File: config.mk
export PLATFORM = sky130hd
export DESIGN_NAME = epc_ext_ctrl
export DESIGN_NICKNAME = d
export VERILOG_FILES = /design/src/design/epc_pkg.sv /design/src/design/epc_sync2.sv /design/src/design/epc_smi_slave.sv /design/src/design/epc_ext_ctrl.sv
export SDC_FILE = /design/constraint.sdc
export NUM_CORES = 1
export LEC_CHECK = 0
export ABC_AREA = 1
export BUFFER_PORTS_ARGS = -buffer_cell sky130_fd_sc_hd__buf_4
export CORE_ASPECT_RATIO = 1.4
export CORE_MARGIN = 2
export CORE_UTILIZATION = 60
export CTS_CLUSTER_DIAMETER = 30
export CTS_CLUSTER_SIZE = 14
export DETAILED_ROUTE_END_ITERATION = 16
export PLACE_DENSITY = 0.85
export SYNTH_ARGS = -nofsm -noshare
export SYNTH_HDL_FRONTEND = slang
export SYNTH_SLANG_ARGS = --single-unit
File: constraint.sdc
create_clock -name core_clk_i -period 2.9 [get_ports core_clk_i]
set_clock_uncertainty 0.1 [all_clocks]
set_input_delay 0.58 -clock core_clk_i [delete_from_list [all_inputs] [get_ports core_clk_i]]
set_output_delay 0.58 -clock core_clk_i [all_outputs]
set_load 0.005 [all_outputs]
File: src/design/epc_pkg.sv
package epc_pkg;

	// ****************************************
	// register addresses
	// ****************************************
	localparam logic [4:0] EPC_ADDR_CTRL1 = 5'h17;
	localparam logic [4:0] EPC_ADDR_CTRL2 = 5'h18;

	// ****************************************
	// field positions, first register
	// ****************************************
	localparam int EPC_C1_RSV_HI = 15;
	localparam int EPC_C1_RSV_LO = 14;
	localparam int EPC_C1_MODE_HI = 13;
	localparam int EPC_C1_MODE_LO = 8;
	localparam int EPC_MODE_MACIF = 4;
	localparam int EPC_MODE_PREF = 3;
	localparam int EPC_MODE_MEDIA_HI = 2;
	localparam int EPC_MODE_MEDIA_LO = 0;
	localparam int EPC_C1_OVR_HI = 7;
	localparam int EPC_C1_OVR_LO = 6;
	localparam int EPC_C1_FELB = 3;

	// ****************************************
	// field positions, second register
	// ****************************************
	localparam int EPC_C2_EDGE_HI = 15;
	localparam int EPC_C2_EDGE_LO = 13;
	localparam int EPC_C2_RPM = 12;
	localparam int EPC_C2_JUMBO_HI = 5;
	localparam int EPC_C2_JUMBO_LO = 4;
	localparam int EPC_C2_CLB = 0;

	// ****************************************
	// reset values
	// ****************************************
	localparam logic [5:0] EPC_RST_MODE = 6'h00;
	localparam logic [1:0] EPC_RST_C1_RSV = 2'h0;
	localparam logic [1:0] EPC_RST_OVR = 2'h0;
	localparam logic EPC_RST_FELB = 1'b0;
	localparam logic [2:0] EPC_RST_EDGE = 3'h0;
	localparam logic EPC_RST_RPM = 1'b0;
	localparam logic [1:0] EPC_RST_JUMBO = 2'h0;
	localparam logic EPC_RST_CLB = 1'b0;

	// ****************************************
	// encodings
	// ****************************************
	typedef enum logic [2:0] {
		EPC_MEDIA_COPPER = 3'h0,
		EPC_MEDIA_SERDES = 3'h1,
		EPC_MEDIA_FIB1000 = 3'h2,
		EPC_MEDIA_FX100 = 3'h3,
		EPC_MEDIA_RSVD = 3'h4,
		EPC_MEDIA_AMS_SERDES = 3'h5,
		EPC_MEDIA_AMS_FIB1000 = 3'h6,
		EPC_MEDIA_AMS_FX100 = 3'h7
	} epc_media_t;

	localparam logic [1:0] EPC_OVR_NORMAL = 2'h0;
	localparam logic [1:0] EPC_OVR_SERDES = 2'h1;
	localparam logic [1:0] EPC_OVR_COPPER = 2'h2;
	localparam logic [1:0] EPC_MACIF_GLOBAL_OK = 2'h0;

	localparam logic [1:0] EPC_JUMBO_NORMAL = 2'h0;
	localparam logic [1:0] EPC_JUMBO_9K = 2'h1;
	localparam logic [1:0] EPC_JUMBO_12K = 2'h2;
	// packet lengths in half-kilobyte units
	localparam logic [5:0] EPC_LEN_1K5 = 6'h03;
	localparam logic [5:0] EPC_LEN_9K = 6'h12;
	localparam logic [5:0] EPC_LEN_12K = 6'h18;
	localparam logic [5:0] EPC_LEN_16K = 6'h20;
	localparam logic [7:0] EPC_PPM_9K_BOOST = 8'h3C;
	localparam logic [7:0] EPC_PPM_12K_BOOST = 8'h46;

	// ****************************************
	// management frame
	// ****************************************
	localparam logic [5:0] EPC_SMI_PREAMBLE = 6'h20;
	localparam logic [1:0] EPC_SMI_START = 2'h1;
	localparam logic [1:0] EPC_SMI_OP_RD = 2'h2;
	localparam logic [1:0] EPC_SMI_OP_WR = 2'h1;
	localparam logic [3:0] EPC_SMI_HDR_LAST = 4'hD;
	localparam logic [3:0] EPC_SMI_DATA_LAST = 4'hF;

	typedef struct packed {
		logic wr;
		logic [4:0] addr;
		logic [15:0] data;
	} epc_smi_req_t;

endpackage

File: src/design/epc_sync2.sv
`timescale 1ns/100ps
module epc_sync2 #(
	parameter int W = 1
) (
	input wire logic core_clk_i,
	input wire logic resetn_i,
	input wire logic ce_i,
	input wire logic [W-1:0] d_i,
	output logic [W-1:0] q_o
);

	// ****************************************
	// two-stage synchroniser
	// ****************************************
	logic [W-1:0] meta;

	always_ff @(posedge core_clk_i or negedge resetn_i) begin
		if (!resetn_i) begin
			meta <= '0;
			q_o <= '0;
		end else if (ce_i) begin
			meta <= d_i;
			q_o <= meta;
		end
	end

endmodule

File: src/design/epc_smi_slave.sv
`timescale 1ns/100ps
module epc_smi_slave (
	input wire logic core_clk_i,
	input wire logic resetn_i,
	input wire logic ce_i,
	input wire logic mdc_s_i,
	input wire logic mdio_s_i,
	input wire logic [4:0] phy_addr_i,
	input wire logic [15:0] rd_data_i,
	output epc_pkg::epc_smi_req_t req_o,
	output logic mdio_o,
	output logic mdio_oe_n_o
);

	// ****************************************
	// frame state
	// ****************************************
	typedef enum logic [2:0] {
		EPC_SMI_PRE = 3'b000,
		EPC_SMI_HDR = 3'b001,
		EPC_SMI_TA = 3'b010,
		EPC_SMI_RDATA = 3'b011,
		EPC_SMI_WDATA = 3'b100
	} epc_smi_state_t;

	epc_smi_state_t state;
	logic mdc_d;
	logic [5:0] pre_cnt;
	logic [3:0] bit_cnt;
	logic [13:0] shreg;
	logic [15:0] rd_buf;
	logic is_rd;

	wire mdc_rise = mdc_s_i & ~mdc_d;
	wire [13:0] hdr = {shreg[12:0], mdio_s_i};
	wire hdr_ok = (hdr[13:12] == epc_pkg::EPC_SMI_START) && (hdr[9:5] == phy_addr_i);
	wire hdr_rd = hdr_ok && (hdr[11:10] == epc_pkg::EPC_SMI_OP_RD);
	wire hdr_wr = hdr_ok && (hdr[11:10] == epc_pkg::EPC_SMI_OP_WR);
	wire pre_full = (pre_cnt == epc_pkg::EPC_SMI_PREAMBLE);

	always_ff @(posedge core_clk_i or negedge resetn_i) begin
		if (!resetn_i) begin
			state <= EPC_SMI_PRE;
			mdc_d <= 1'b0;
			pre_cnt <= 6'h00;
			bit_cnt <= 4'h0;
			shreg <= 14'h0000;
			rd_buf <= 16'h0000;
			is_rd <= 1'b0;
			req_o <= '0;
			mdio_o <= 1'b0;
			mdio_oe_n_o <= 1'b1;
		end else if (ce_i) begin
			mdc_d <= mdc_s_i;
			req_o.wr <= 1'b0;
			if (mdc_rise) begin
				unique case (state)
					EPC_SMI_PRE: begin
						if (mdio_s_i) begin
							pre_cnt <= pre_full ? pre_cnt : pre_cnt + 6'h01;
						end else if (pre_full) begin
							state <= EPC_SMI_HDR;
							bit_cnt <= 4'h1;
							shreg <= 14'h0000;
						end else begin
							pre_cnt <= 6'h00;
						end
					end
					EPC_SMI_HDR: begin
						shreg <= hdr;
						bit_cnt <= bit_cnt + 4'h1;
						if (bit_cnt == epc_pkg::EPC_SMI_HDR_LAST) begin
							bit_cnt <= 4'h0;
							pre_cnt <= 6'h00;
							req_o.addr <= hdr[4:0];
							is_rd <= hdr_rd;
							state <= (hdr_rd || hdr_wr) ? EPC_SMI_TA : EPC_SMI_PRE;
						end
					end
					EPC_SMI_TA: begin
						bit_cnt <= 4'h0;
						if (bit_cnt == 4'h0) begin
							bit_cnt <= 4'h1;
							rd_buf <= rd_data_i;
							mdio_o <= 1'b0;
							mdio_oe_n_o <= ~is_rd;
						end else if (is_rd) begin
							mdio_o <= rd_buf[15];
							rd_buf <= {rd_buf[14:0], 1'b0};
							state <= EPC_SMI_RDATA;
						end else begin
							state <= EPC_SMI_WDATA;
						end
					end
					EPC_SMI_RDATA: begin
						bit_cnt <= bit_cnt + 4'h1;
						mdio_o <= rd_buf[15];
						rd_buf <= {rd_buf[14:0], 1'b0};
						if (bit_cnt == epc_pkg::EPC_SMI_DATA_LAST) begin
							mdio_o <= 1'b0;
							mdio_oe_n_o <= 1'b1;
							state <= EPC_SMI_PRE;
						end
					end
					EPC_SMI_WDATA: begin
						bit_cnt <= bit_cnt + 4'h1;
						req_o.data <= {req_o.data[14:0], mdio_s_i};
						if (bit_cnt == epc_pkg::EPC_SMI_DATA_LAST) begin
							req_o.wr <= 1'b1;
							state <= EPC_SMI_PRE;
						end
					end
					default: begin
						state <= EPC_SMI_PRE;
					end
				endcase
			end
		end
	end

endmodule

File: src/design/epc_ext_ctrl.sv
`timescale 1ns/100ps
// Operation
// RULE_01: bit 12 selects SGMII or 1000BASE-X interface
// RULE_02: bit 11 sets copper or SerDes preference
// RULE_03: field 10:8 codes 0-3 select single medium
// RULE_04: codes 5-7 enable automatic media selection
// RULE_05: field 7:6 forces SerDes or copper only
// RULE_06: mode bits 13:8 apply at software reset
// RULE_07: mode bits read back active mode only
// RULE_08: field 15:13 sets 100BASE-TX edge rate
// RULE_09: field 5:4 sets maximum packet length
// RULE_10: better clock offset raises jumbo limits
// RULE_11: super-sticky bits survive every software reset
// RULE_12: sticky bits survive reset only when enabled
// RULE_13: far-end, connector loopback and reduced power
// RULE_14: host avoids reserved codes, writes zero reserved
module epc_ext_ctrl (
	input wire logic core_clk_i,
	input wire logic resetn_i,
	input wire logic ce_i,
	input wire logic mdc_i,
	input wire logic mdio_i,
	output logic mdio_o,
	output logic mdio_oe_n_o,
	input wire logic [4:0] phy_addr_i,
	input wire logic soft_reset_i,
	input wire logic sticky_reset_en_i,
	input wire logic [1:0] mac_if_global_i,
	input wire logic [7:0] ref_ppm_offset_i,
	output logic mac_if_1000bx_o,
	output logic ams_pref_copper_o,
	output logic [2:0] media_mode_o,
	output logic ams_enable_o,
	output logic copper_allow_o,
	output logic serdes_allow_o,
	output logic [1:0] ams_override_o,
	output logic far_end_lb_o,
	output logic conn_lb_o,
	output logic reduced_power_o,
	output logic [2:0] edge_rate_o,
	output logic signed [3:0] edge_step_o,
	output logic [1:0] jumbo_mode_o,
	output logic [5:0] max_pkt_len_o
);

	// ****************************************
	// pin synchronisers and management slave
	// ****************************************
	logic [6:0] pins_s;
	logic [15:0] rd_data;
	epc_pkg::epc_smi_req_t req;

	epc_sync2 #(
		.W(7)
	) u_sync (
		.core_clk_i(core_clk_i),
		.resetn_i(resetn_i),
		.ce_i(ce_i),
		.d_i({phy_addr_i, mdio_i, mdc_i}),
		.q_o(pins_s)
	);

	epc_smi_slave u_smi (
		.core_clk_i(core_clk_i),
		.resetn_i(resetn_i),
		.ce_i(ce_i),
		.mdc_s_i(pins_s[0]),
		.mdio_s_i(pins_s[1]),
		.phy_addr_i(pins_s[6:2]),
		.rd_data_i(rd_data),
		.req_o(req),
		.mdio_o(mdio_o),
		.mdio_oe_n_o(mdio_oe_n_o)
	);

	// ****************************************
	// functions
	// ****************************************
	function automatic logic signed [3:0] edge_step(input logic [2:0] code);
		logic signed [3:0] s;
		s = $signed({1'b0, code}) + 4'sh2;
		if (code[2]) begin
			s = $signed({1'b0, code}) - 4'sh6;
		end
		return s;
	endfunction

	function automatic logic [5:0] max_len(input logic [1:0] mode, input logic [7:0] ppm);
		logic [5:0] len;
		len = epc_pkg::EPC_LEN_1K5;
		if (mode == epc_pkg::EPC_JUMBO_9K) begin
			len = (ppm <= epc_pkg::EPC_PPM_9K_BOOST) ? epc_pkg::EPC_LEN_12K : epc_pkg::EPC_LEN_9K;
		end else if (mode == epc_pkg::EPC_JUMBO_12K) begin
			len = (ppm <= epc_pkg::EPC_PPM_12K_BOOST) ? epc_pkg::EPC_LEN_16K
				: epc_pkg::EPC_LEN_12K;
		end
		return len;
	endfunction

	// ****************************************
	// register state
	// ****************************************
	logic [5:0] mode_pend;
	logic [5:0] mode_act;
	logic [1:0] c1_rsv;
	logic [1:0] c1_ovr;
	logic c1_felb;
	logic [2:0] c2_edge;
	logic c2_rpm;
	logic [1:0] c2_jumbo;
	logic c2_clb;

	wire wr1 = req.wr && (req.addr == epc_pkg::EPC_ADDR_CTRL1);
	wire wr2 = req.wr && (req.addr == epc_pkg::EPC_ADDR_CTRL2);
	wire sticky_clr = soft_reset_i && !sticky_reset_en_i;

	// first register: mode group super-sticky, others default on soft reset
	always_ff @(posedge core_clk_i or negedge resetn_i) begin
		if (!resetn_i) begin
			mode_pend <= epc_pkg::EPC_RST_MODE;
			mode_act <= epc_pkg::EPC_RST_MODE;
			c1_rsv <= epc_pkg::EPC_RST_C1_RSV;
			c1_ovr <= epc_pkg::EPC_RST_OVR;
			c1_felb <= epc_pkg::EPC_RST_FELB;
		end else if (ce_i) begin
			if (soft_reset_i) begin
				mode_act <= mode_pend; // [RULE_06] [RULE_11]
				c1_rsv <= epc_pkg::EPC_RST_C1_RSV;
				c1_ovr <= epc_pkg::EPC_RST_OVR;
				c1_felb <= epc_pkg::EPC_RST_FELB;
			end
			if (wr1) begin
				mode_pend <= req.data[epc_pkg::EPC_C1_MODE_HI:epc_pkg::EPC_C1_MODE_LO]; // [RULE_06]
				c1_rsv <= req.data[epc_pkg::EPC_C1_RSV_HI:epc_pkg::EPC_C1_RSV_LO];
				c1_ovr <= req.data[epc_pkg::EPC_C1_OVR_HI:epc_pkg::EPC_C1_OVR_LO]; // [RULE_05]
				c1_felb <= req.data[epc_pkg::EPC_C1_FELB]; // [RULE_13]
			end
		end
	end

	// second register: sticky fields, loopback plain
	always_ff @(posedge core_clk_i or negedge resetn_i) begin
		if (!resetn_i) begin
			c2_edge <= epc_pkg::EPC_RST_EDGE;
			c2_rpm <= epc_pkg::EPC_RST_RPM;
			c2_jumbo <= epc_pkg::EPC_RST_JUMBO;
			c2_clb <= epc_pkg::EPC_RST_CLB;
		end else if (ce_i) begin
			if (sticky_clr) begin
				c2_edge <= epc_pkg::EPC_RST_EDGE; // [RULE_12]
				c2_rpm <= epc_pkg::EPC_RST_RPM;
				c2_jumbo <= epc_pkg::EPC_RST_JUMBO;
			end
			if (soft_reset_i) begin
				c2_clb <= epc_pkg::EPC_RST_CLB;
			end
			if (wr2) begin
				c2_edge <= req.data[epc_pkg::EPC_C2_EDGE_HI:epc_pkg::EPC_C2_EDGE_LO]; // [RULE_08]
				c2_rpm <= req.data[epc_pkg::EPC_C2_RPM]; // [RULE_13]
				c2_jumbo <= req.data[epc_pkg::EPC_C2_JUMBO_HI:epc_pkg::EPC_C2_JUMBO_LO]; // [RULE_09]
				c2_clb <= req.data[epc_pkg::EPC_C2_CLB]; // [RULE_13]
			end
		end
	end

	// ****************************************
	// read data, reserved read-only bits as zero
	// ****************************************
	wire [15:0] rd_c1 = {c1_rsv, mode_act, c1_ovr, 2'h0, c1_felb, 3'h0}; // [RULE_07]
	wire [15:0] rd_c2 = {c2_edge, c2_rpm, 6'h00, c2_jumbo, 3'h0, c2_clb};
	assign rd_data = (req.addr == epc_pkg::EPC_ADDR_CTRL1) ? rd_c1
		: (req.addr == epc_pkg::EPC_ADDR_CTRL2) ? rd_c2 : 16'h0000;

	// ****************************************
	// media decode
	// ****************************************
	wire [2:0] media = mode_act[epc_pkg::EPC_MODE_MEDIA_HI:epc_pkg::EPC_MODE_MEDIA_LO];
	wire next_ams = media[2] && (media[1:0] != 2'h0); // [RULE_04]
	wire mode_copper = (media == epc_pkg::EPC_MEDIA_COPPER) || next_ams; // [RULE_03]
	// reserved media code leaves neither medium enabled
	wire mode_serdes = (!media[2] && (media != epc_pkg::EPC_MEDIA_COPPER)) || next_ams; // [RULE_14]
	wire next_copper = (c1_ovr == epc_pkg::EPC_OVR_COPPER) ? 1'b1
		: (c1_ovr == epc_pkg::EPC_OVR_SERDES) ? 1'b0 : mode_copper; // [RULE_05]
	wire next_serdes = (c1_ovr == epc_pkg::EPC_OVR_SERDES) ? 1'b1
		: (c1_ovr == epc_pkg::EPC_OVR_COPPER) ? 1'b0 : mode_serdes; // [RULE_05]
	wire next_macif = mode_act[epc_pkg::EPC_MODE_MACIF]
		&& (mac_if_global_i == epc_pkg::EPC_MACIF_GLOBAL_OK); // [RULE_01]
	// reserved jumbo code falls back to normal length
	wire [5:0] next_len = max_len(c2_jumbo, ref_ppm_offset_i); // [RULE_10] [RULE_14]

	// ****************************************
	// output flops
	// ****************************************
	always_ff @(posedge core_clk_i or negedge resetn_i) begin
		if (!resetn_i) begin
			mac_if_1000bx_o <= 1'b0;
			ams_pref_copper_o <= 1'b0;
			media_mode_o <= 3'h0;
			ams_enable_o <= 1'b0;
			copper_allow_o <= 1'b0;
			serdes_allow_o <= 1'b0;
			ams_override_o <= 2'h0;
			far_end_lb_o <= 1'b0;
			conn_lb_o <= 1'b0;
			reduced_power_o <= 1'b0;
			edge_rate_o <= 3'h0;
			edge_step_o <= 4'sh0;
			jumbo_mode_o <= 2'h0;
			max_pkt_len_o <= 6'h00;
		end else if (ce_i) begin
			mac_if_1000bx_o <= next_macif; // [RULE_01]
			ams_pref_copper_o <= mode_act[epc_pkg::EPC_MODE_PREF]; // [RULE_02]
			media_mode_o <= media; // [RULE_03]
			ams_enable_o <= next_ams; // [RULE_04]
			copper_allow_o <= next_copper;
			serdes_allow_o <= next_serdes;
			ams_override_o <= c1_ovr;
			far_end_lb_o <= c1_felb; // [RULE_13]
			conn_lb_o <= c2_clb;
			reduced_power_o <= c2_rpm;
			edge_rate_o <= c2_edge;
			edge_step_o <= edge_step(c2_edge); // [RULE_08]
			jumbo_mode_o <= c2_jumbo;
			max_pkt_len_o <= next_len; // [RULE_09]
		end
	end
endmodule

* Word level (Yosys, flattened, before mapping)
Index checks and enable logic that the tools add are counted.
** Storage, ports and cells
- Register bits after elaboration :: 134
- Output and inout port bits :: 30
- Input bits :: 22
- Logic and storage cells :: 172
** Cells by class
- Equality and inequality tests :: 26
- Muxes and demuxes :: 60
- Reduce and logical (&&, ||, !) cells :: 40
- Add/subtract/negate cells :: 4
- $lt $le $gt $ge :: 2
- Bitwise logic cells :: 3
** Operators with widths (count)
- 16-bit 2-to-1 mux :: 5
- 6-bit 2-to-1 mux :: 7
- 16-bit one-hot mux with 2 select lines :: 1
- 13-bit 2-to-1 mux :: 2
- 13-bit one-hot mux with 2 select lines :: 1
- 3-bit 2-to-1 mux :: 8
- 22-bit 2-to-1 mux :: 1
- 4-bit 2-to-1 mux :: 5
- 5-bit AND reduction :: 4
- 1-bit 2-to-1 mux :: 17
- 4-bit one-hot mux with 4 select lines :: 1
- 2-bit 2-to-1 mux :: 6
- 3-bit one-hot mux with 4 select lines :: 1
- 6-bit one-hot mux with 2 select lines :: 1
- 2-bit nonzero test :: 6
- 5-bit equality test (second input constant) :: 2
- 5-bit 2-to-1 mux :: 2
- 2-bit by 1-bit inequality test with 1-bit output (second input constant) :: 5
- 2-bit AND reduction :: 5
- 1-bit logical AND :: 9
- 2-bit by 1-bit equality test with 1-bit output (second input constant) :: 4
- 4-bit equality test (second input constant) :: 2
- 8-bit by 6-bit less-or-equal comparator with 1-bit output (second input constant) :: 1
- 8-bit by 7-bit less-or-equal comparator with 1-bit output (second input constant) :: 1
- 26 further kinds :: 38

* Logic depth before layout (Yosys ltp)
- Depth in word-level cells :: 7
- Mapped depth :: 10
- Gate-level depth less buffers :: 10

* By module
From an unflattened synthesis, not the netlist that was laid out.
** Second synthesis, totals
- Cell total of the unflattened synthesis :: 759
- Area, all modules :: 6204.7 um2
** By module, submodules not included
- epc_smi_slave :: cells each 425, sequential area each 1702.9 um2, area an instance 3347.0 um2, times used 1
- epc_ext_ctrl :: cells each 275, sequential area each 1251.2 um2, area an instance 2327.2 um2, times used 1
- epc_sync2 :: cells each 59, sequential area each 350.3 um2, area an instance 530.5 um2, times used 1

* Worst setup path before layout
OpenSTA, ideal clock, no wires.
- Kind :: input-to-reg
- From :: input port ce_i
- To :: register u_smi.rd_buf[10]
- Arrival :: 1.438 ns
- Path buffers :: 1
- Required time :: 2.677 ns
- Cell stages on the path :: 8
- Path slack :: 1.239 ns
- Setup time :: 0.123 ns
- Path through :: nand2_2 nor2_8 inv_1 nor2_2 nand2_4 buf_6 a21oi_1 a21oi_2
** Between the ends
- Word-level cells in the longest chain between the ends :: 1
** RTL lines
- from (decl) :: line epc_ext_ctrl.sv:20 : input wire logic ce_i,
- 4-bit AND reduction (no line)
- to (signal assigned) :: line epc_smi_slave.sv:84 : rd_buf <= rd_data_i;
- to (signal assigned) :: line epc_smi_slave.sv:89 : rd_buf <= {rd_buf[14:0], 1'b0};
- to (signal assigned) :: line epc_smi_slave.sv:98 : rd_buf <= {rd_buf[14:0], 1'b0};
- to (decl) :: line epc_smi_slave.sv:31 : logic [15:0] rd_buf;
Every way passes these cells.
A chain may end at the register's enable or synchronous reset.

* Worst setup path in the final report
- From :: register u_smi.bit_cnt[0]
- To :: register u_smi.rd_buf[4]
** Between the ends
- Word-level cells in the longest chain between the ends :: 3
- Elaborated cells on any way between the ends :: 5
- Those cells by class :: eq/ne: 1; mux: 2; reduce/logical: 2
** RTL lines
- from (decl) :: line epc_smi_slave.sv:29 : logic [3:0] bit_cnt;
- from (signal assigned) :: line epc_smi_slave.sv:71 : bit_cnt <= bit_cnt + 4'h1;
- from (signal assigned) :: line epc_smi_slave.sv:96 : bit_cnt <= bit_cnt + 4'h1;
- from (signal assigned) :: line epc_smi_slave.sv:106 : bit_cnt <= bit_cnt + 4'h1;
- 4-bit logical NOT * :: line epc_smi_slave.sv:82 : if (bit_cnt == 4'h0) begin
- 3-bit by 1-bit inequality test with 1-bit output (no line) or 16-bit 2-to-1 mux (tied branches)
- 4-bit AND reduction (no line) or 16-bit one-hot mux with 2 select lines (tied branches)
Mark *: on every way between the ends. The rest lies on a longest branch, timed or not.

==> results_dict.tcl <==
set metrics [dict create \
    grt-ovfl-total 0 \
    leakagePower_uw 0.00355 \
    cts_buffer_depth 2 \
    required_ns 3.14 \
    diodes 0 \
    grt_antenna_before_repair 0 \
    cp-end-kind "flip-flop" \
    drv_slew 0 \
    syn_inst 704 \
    finalSetupViolations 0 \
    register_area_um2 3300 \
    root_buffer "clkbuf_16" \
    numPortBuffers 50 \
    maxSlewHeadroom 0.521 \
    layout-drive-gt1-share 0.179 \
    yosysUniqueCellTypes 41 \
    via_per_inst 5.48 \
    ant_nets 0 \
    grt_pass1_wl_um 23200 \
    die_w_um 89.7 \
    yosys_register_bits 132 \
    finalCritPeriodShare 0.672 \
    yosysWarnings 0 \
    synth_edf_count 0 \
    cts.sinks 132 \
    cts_made_buffers 17 \
    path_max_fanout 18 \
    reg2reg_depth 8 \
    cts_hold_buffers 0 \
    gp_congestion 0.872 \
    clk_pin_slew_worst_paths_ns 0.06 \
    mostFrequentLayoutCell "nand2_1" \
    synth.top_cell.area_share 0.532 \
    first_global_vias 5014 \
    grt_max_degree 47 \
    r2r_start "u_smi.bit_cnt[0]$_DFFE_PN0P_" \
    seq_area_frac_synth 0.536 \
    r2r-end "u_smi.rd_buf[4]$_DFFE_PN0P_" \
    holdCritPathClass "input port to asynchronous set/reset pin" \
    cts.repair.resized 0 \
    globalRouteTotalUtil 0.272 \
    die_area_um2 11100 \
    core_um2 9950 \
    post_drt_wl_per_cell_um 15.1 \
    fin_crit_ns 1.95 \
    firstDrtPassIters 6 \
    tritoncts "yes" \
    area_growth_pct 16.9 \
    multi_input_comb_area_um2 2390 \
    die_h_um 124 \
    layout_common_cells "nand2_1, dfrtp_1, inv_1" \
    p_total_uw 4320 \
    drt_iter0_markers 439 \
    fin_nets 789 \
    worstSetupStartpointType "flip-flop" \
    critPathKind "flip-flop to flip-flop" \
    rsz0062_at_grt "false" \
    tns_ns 0 \
    hold_violations 0 \
    synth.top_cells.by_area "dfrtp_1, nand2_1, inv_1" \
    synthArstFlopShare 1.00 \
    drcViolationCount 0 \
    dp_hpwl_um 9500 \
    worstMarginPinSlew_ns 0.718 \
    avgSynthCellArea_um2 8.76 \
    rows 43 \
    fmax_ghz 0.513 \
    synth_nets 735 \
    clk-insertion-delay-late_ns 0.42 \
    drt_wl_total_um 13600 \
    cp_data_arrival_time_ns 2.19 \
    reg2reg_setup_slack_ns 0.95 \
    synthesis.area_um2 6170 \
    status "completed" \
    num_vias 4955 \
    cts_max_level 4 \
    io_pins 52 \
    hold_ws_ns 0.0244 \
    peakVddDrop_uv 490 \
    synth_largest_area_cell "dfrtp_1" \
    fillers 683 \
    initial_core_util 0.619 \
    ys.flop_type "dfrtp_1" \
    cap_violations 0 \
    powerDensity_nw_per_um2 599 \
    post_cts_buffers 0 \
]
## sequential cells by signal, indices dropped and copies added, names as in the netlist, 2 cells and up
name            cells
ams_override_o      2
c1_ovr              2
c1_rsv              2
c2_edge             3
c2_jumbo            2
edge_rate_o         3
edge_step_o         3
jumbo_mode_o        2
max_pkt_len_o       5
media_mode_o        3
mode_act            6
mode_pend           6
u_smi.bit_cnt       4
u_smi.pre_cnt       6
u_smi.rd_buf       16
u_smi.req_o        22
u_smi.shreg        13
u_smi.state         3
u_sync.meta         7
u_sync.q_o          7
## worst max-delay path by stage
stage / startpoint / end / slack (ns) / cells past startpoint
after floorplan: ce_i / u_smi.rd_buf[10]$_DFFE_PN0P_ / 1.24 / 8
after global placement: ce_i / u_smi.req_o[8]$_DFFE_PN0P_ / 0.80 / 7
after detailed placement: ce_i / u_smi.req_o[9]$_DFFE_PN0P_ / 0.71 / 7
after CTS: u_smi.bit_cnt[0]$_DFFE_PN0P_ / u_smi.rd_buf[4]$_DFFE_PN0P_ / 0.97 / 8
after global routing: u_smi.state[1]$_DFFE_PN0P_ / u_smi.req_o[11]$_DFFE_PN0P_ / 0.81 / 7
final: u_smi.bit_cnt[0]$_DFFE_PN0P_ / u_smi.rd_buf[4]$_DFFE_PN0P_ / 0.95 / 8
## cells by family after synthesis
group,count (synthesis),share of synthesized area
AOI/OAI and AO/OA,119,0.112
xor gates and xnor gates,5,0.00710
adders and majority gates,9,0.0183
buffers and inverters,103,0.0761
DFF,132,0.536
muxes,3,0.00548
other,1,0.000608
and+or+nand+nor,332,0.244
## worst max-delay path: stages (launching register included)
cell and delay, ns:
dfrtp_1 0.43, inv_1 0.11, ha_1 0.15, nand2_1 0.14, nor2_4 0.36, inv_6 0.13, nor2_1 0.20, nand2_1 0.11
a21oi_1 0.16
## layout make-up
cell class                 count  area share
sequential                   132       0.459
multi-input combinational    469       0.332
timing repair buffer          59      0.0632
clock buffer                  21      0.0611
inverter                      79      0.0432
tap                          135      0.0234
clock inverter                10      0.0186
## per-stage QoR
step,instances,util,area [um^2],worst slack (ns)
after floorplan,704,-,6170,1.24
after global placement,874,0.666,6630,0.804
after detailed placement,874,0.666,6630,0.713
after CTS,905,0.724,7210,0.971
after global routing,905,0.724,7210,0.810
final,905,0.724,7210,0.950
## power breakdown
group          internal, uW  switching, uW
registers              1900           44.8
clock network          1340            779
logic                  99.5            154
total                  3340            977
## layer usage
layer  part of all wire  GRT usage  up-vias
li1                   -          -     2363
met1               0.41      0.334     2423
met2               0.53      0.457      135
met3              0.038     0.0603       34
met4              0.024      0.112        0
met5                  0          0        -
## cells in the mapped netlist (4+ instances only)
cell      count
nand2_1     188
dfrtp_1     131
inv_1        71
nor2_1       58
nand3_1      49
o21ai_0      45
a21oi_1      26
o22ai_1      16
o21ai_1      15
ha_1          9
a21oi_2       7
nand2_2       7
buf_2         6
buf_6         6
clkbuf_1      6
nand2_4       6
nor2_2        5
xor2_1        5
buf_4         4
inv_4         4
nor2_4        4
nor3_1        4
(Power assumes the default switching activity.)
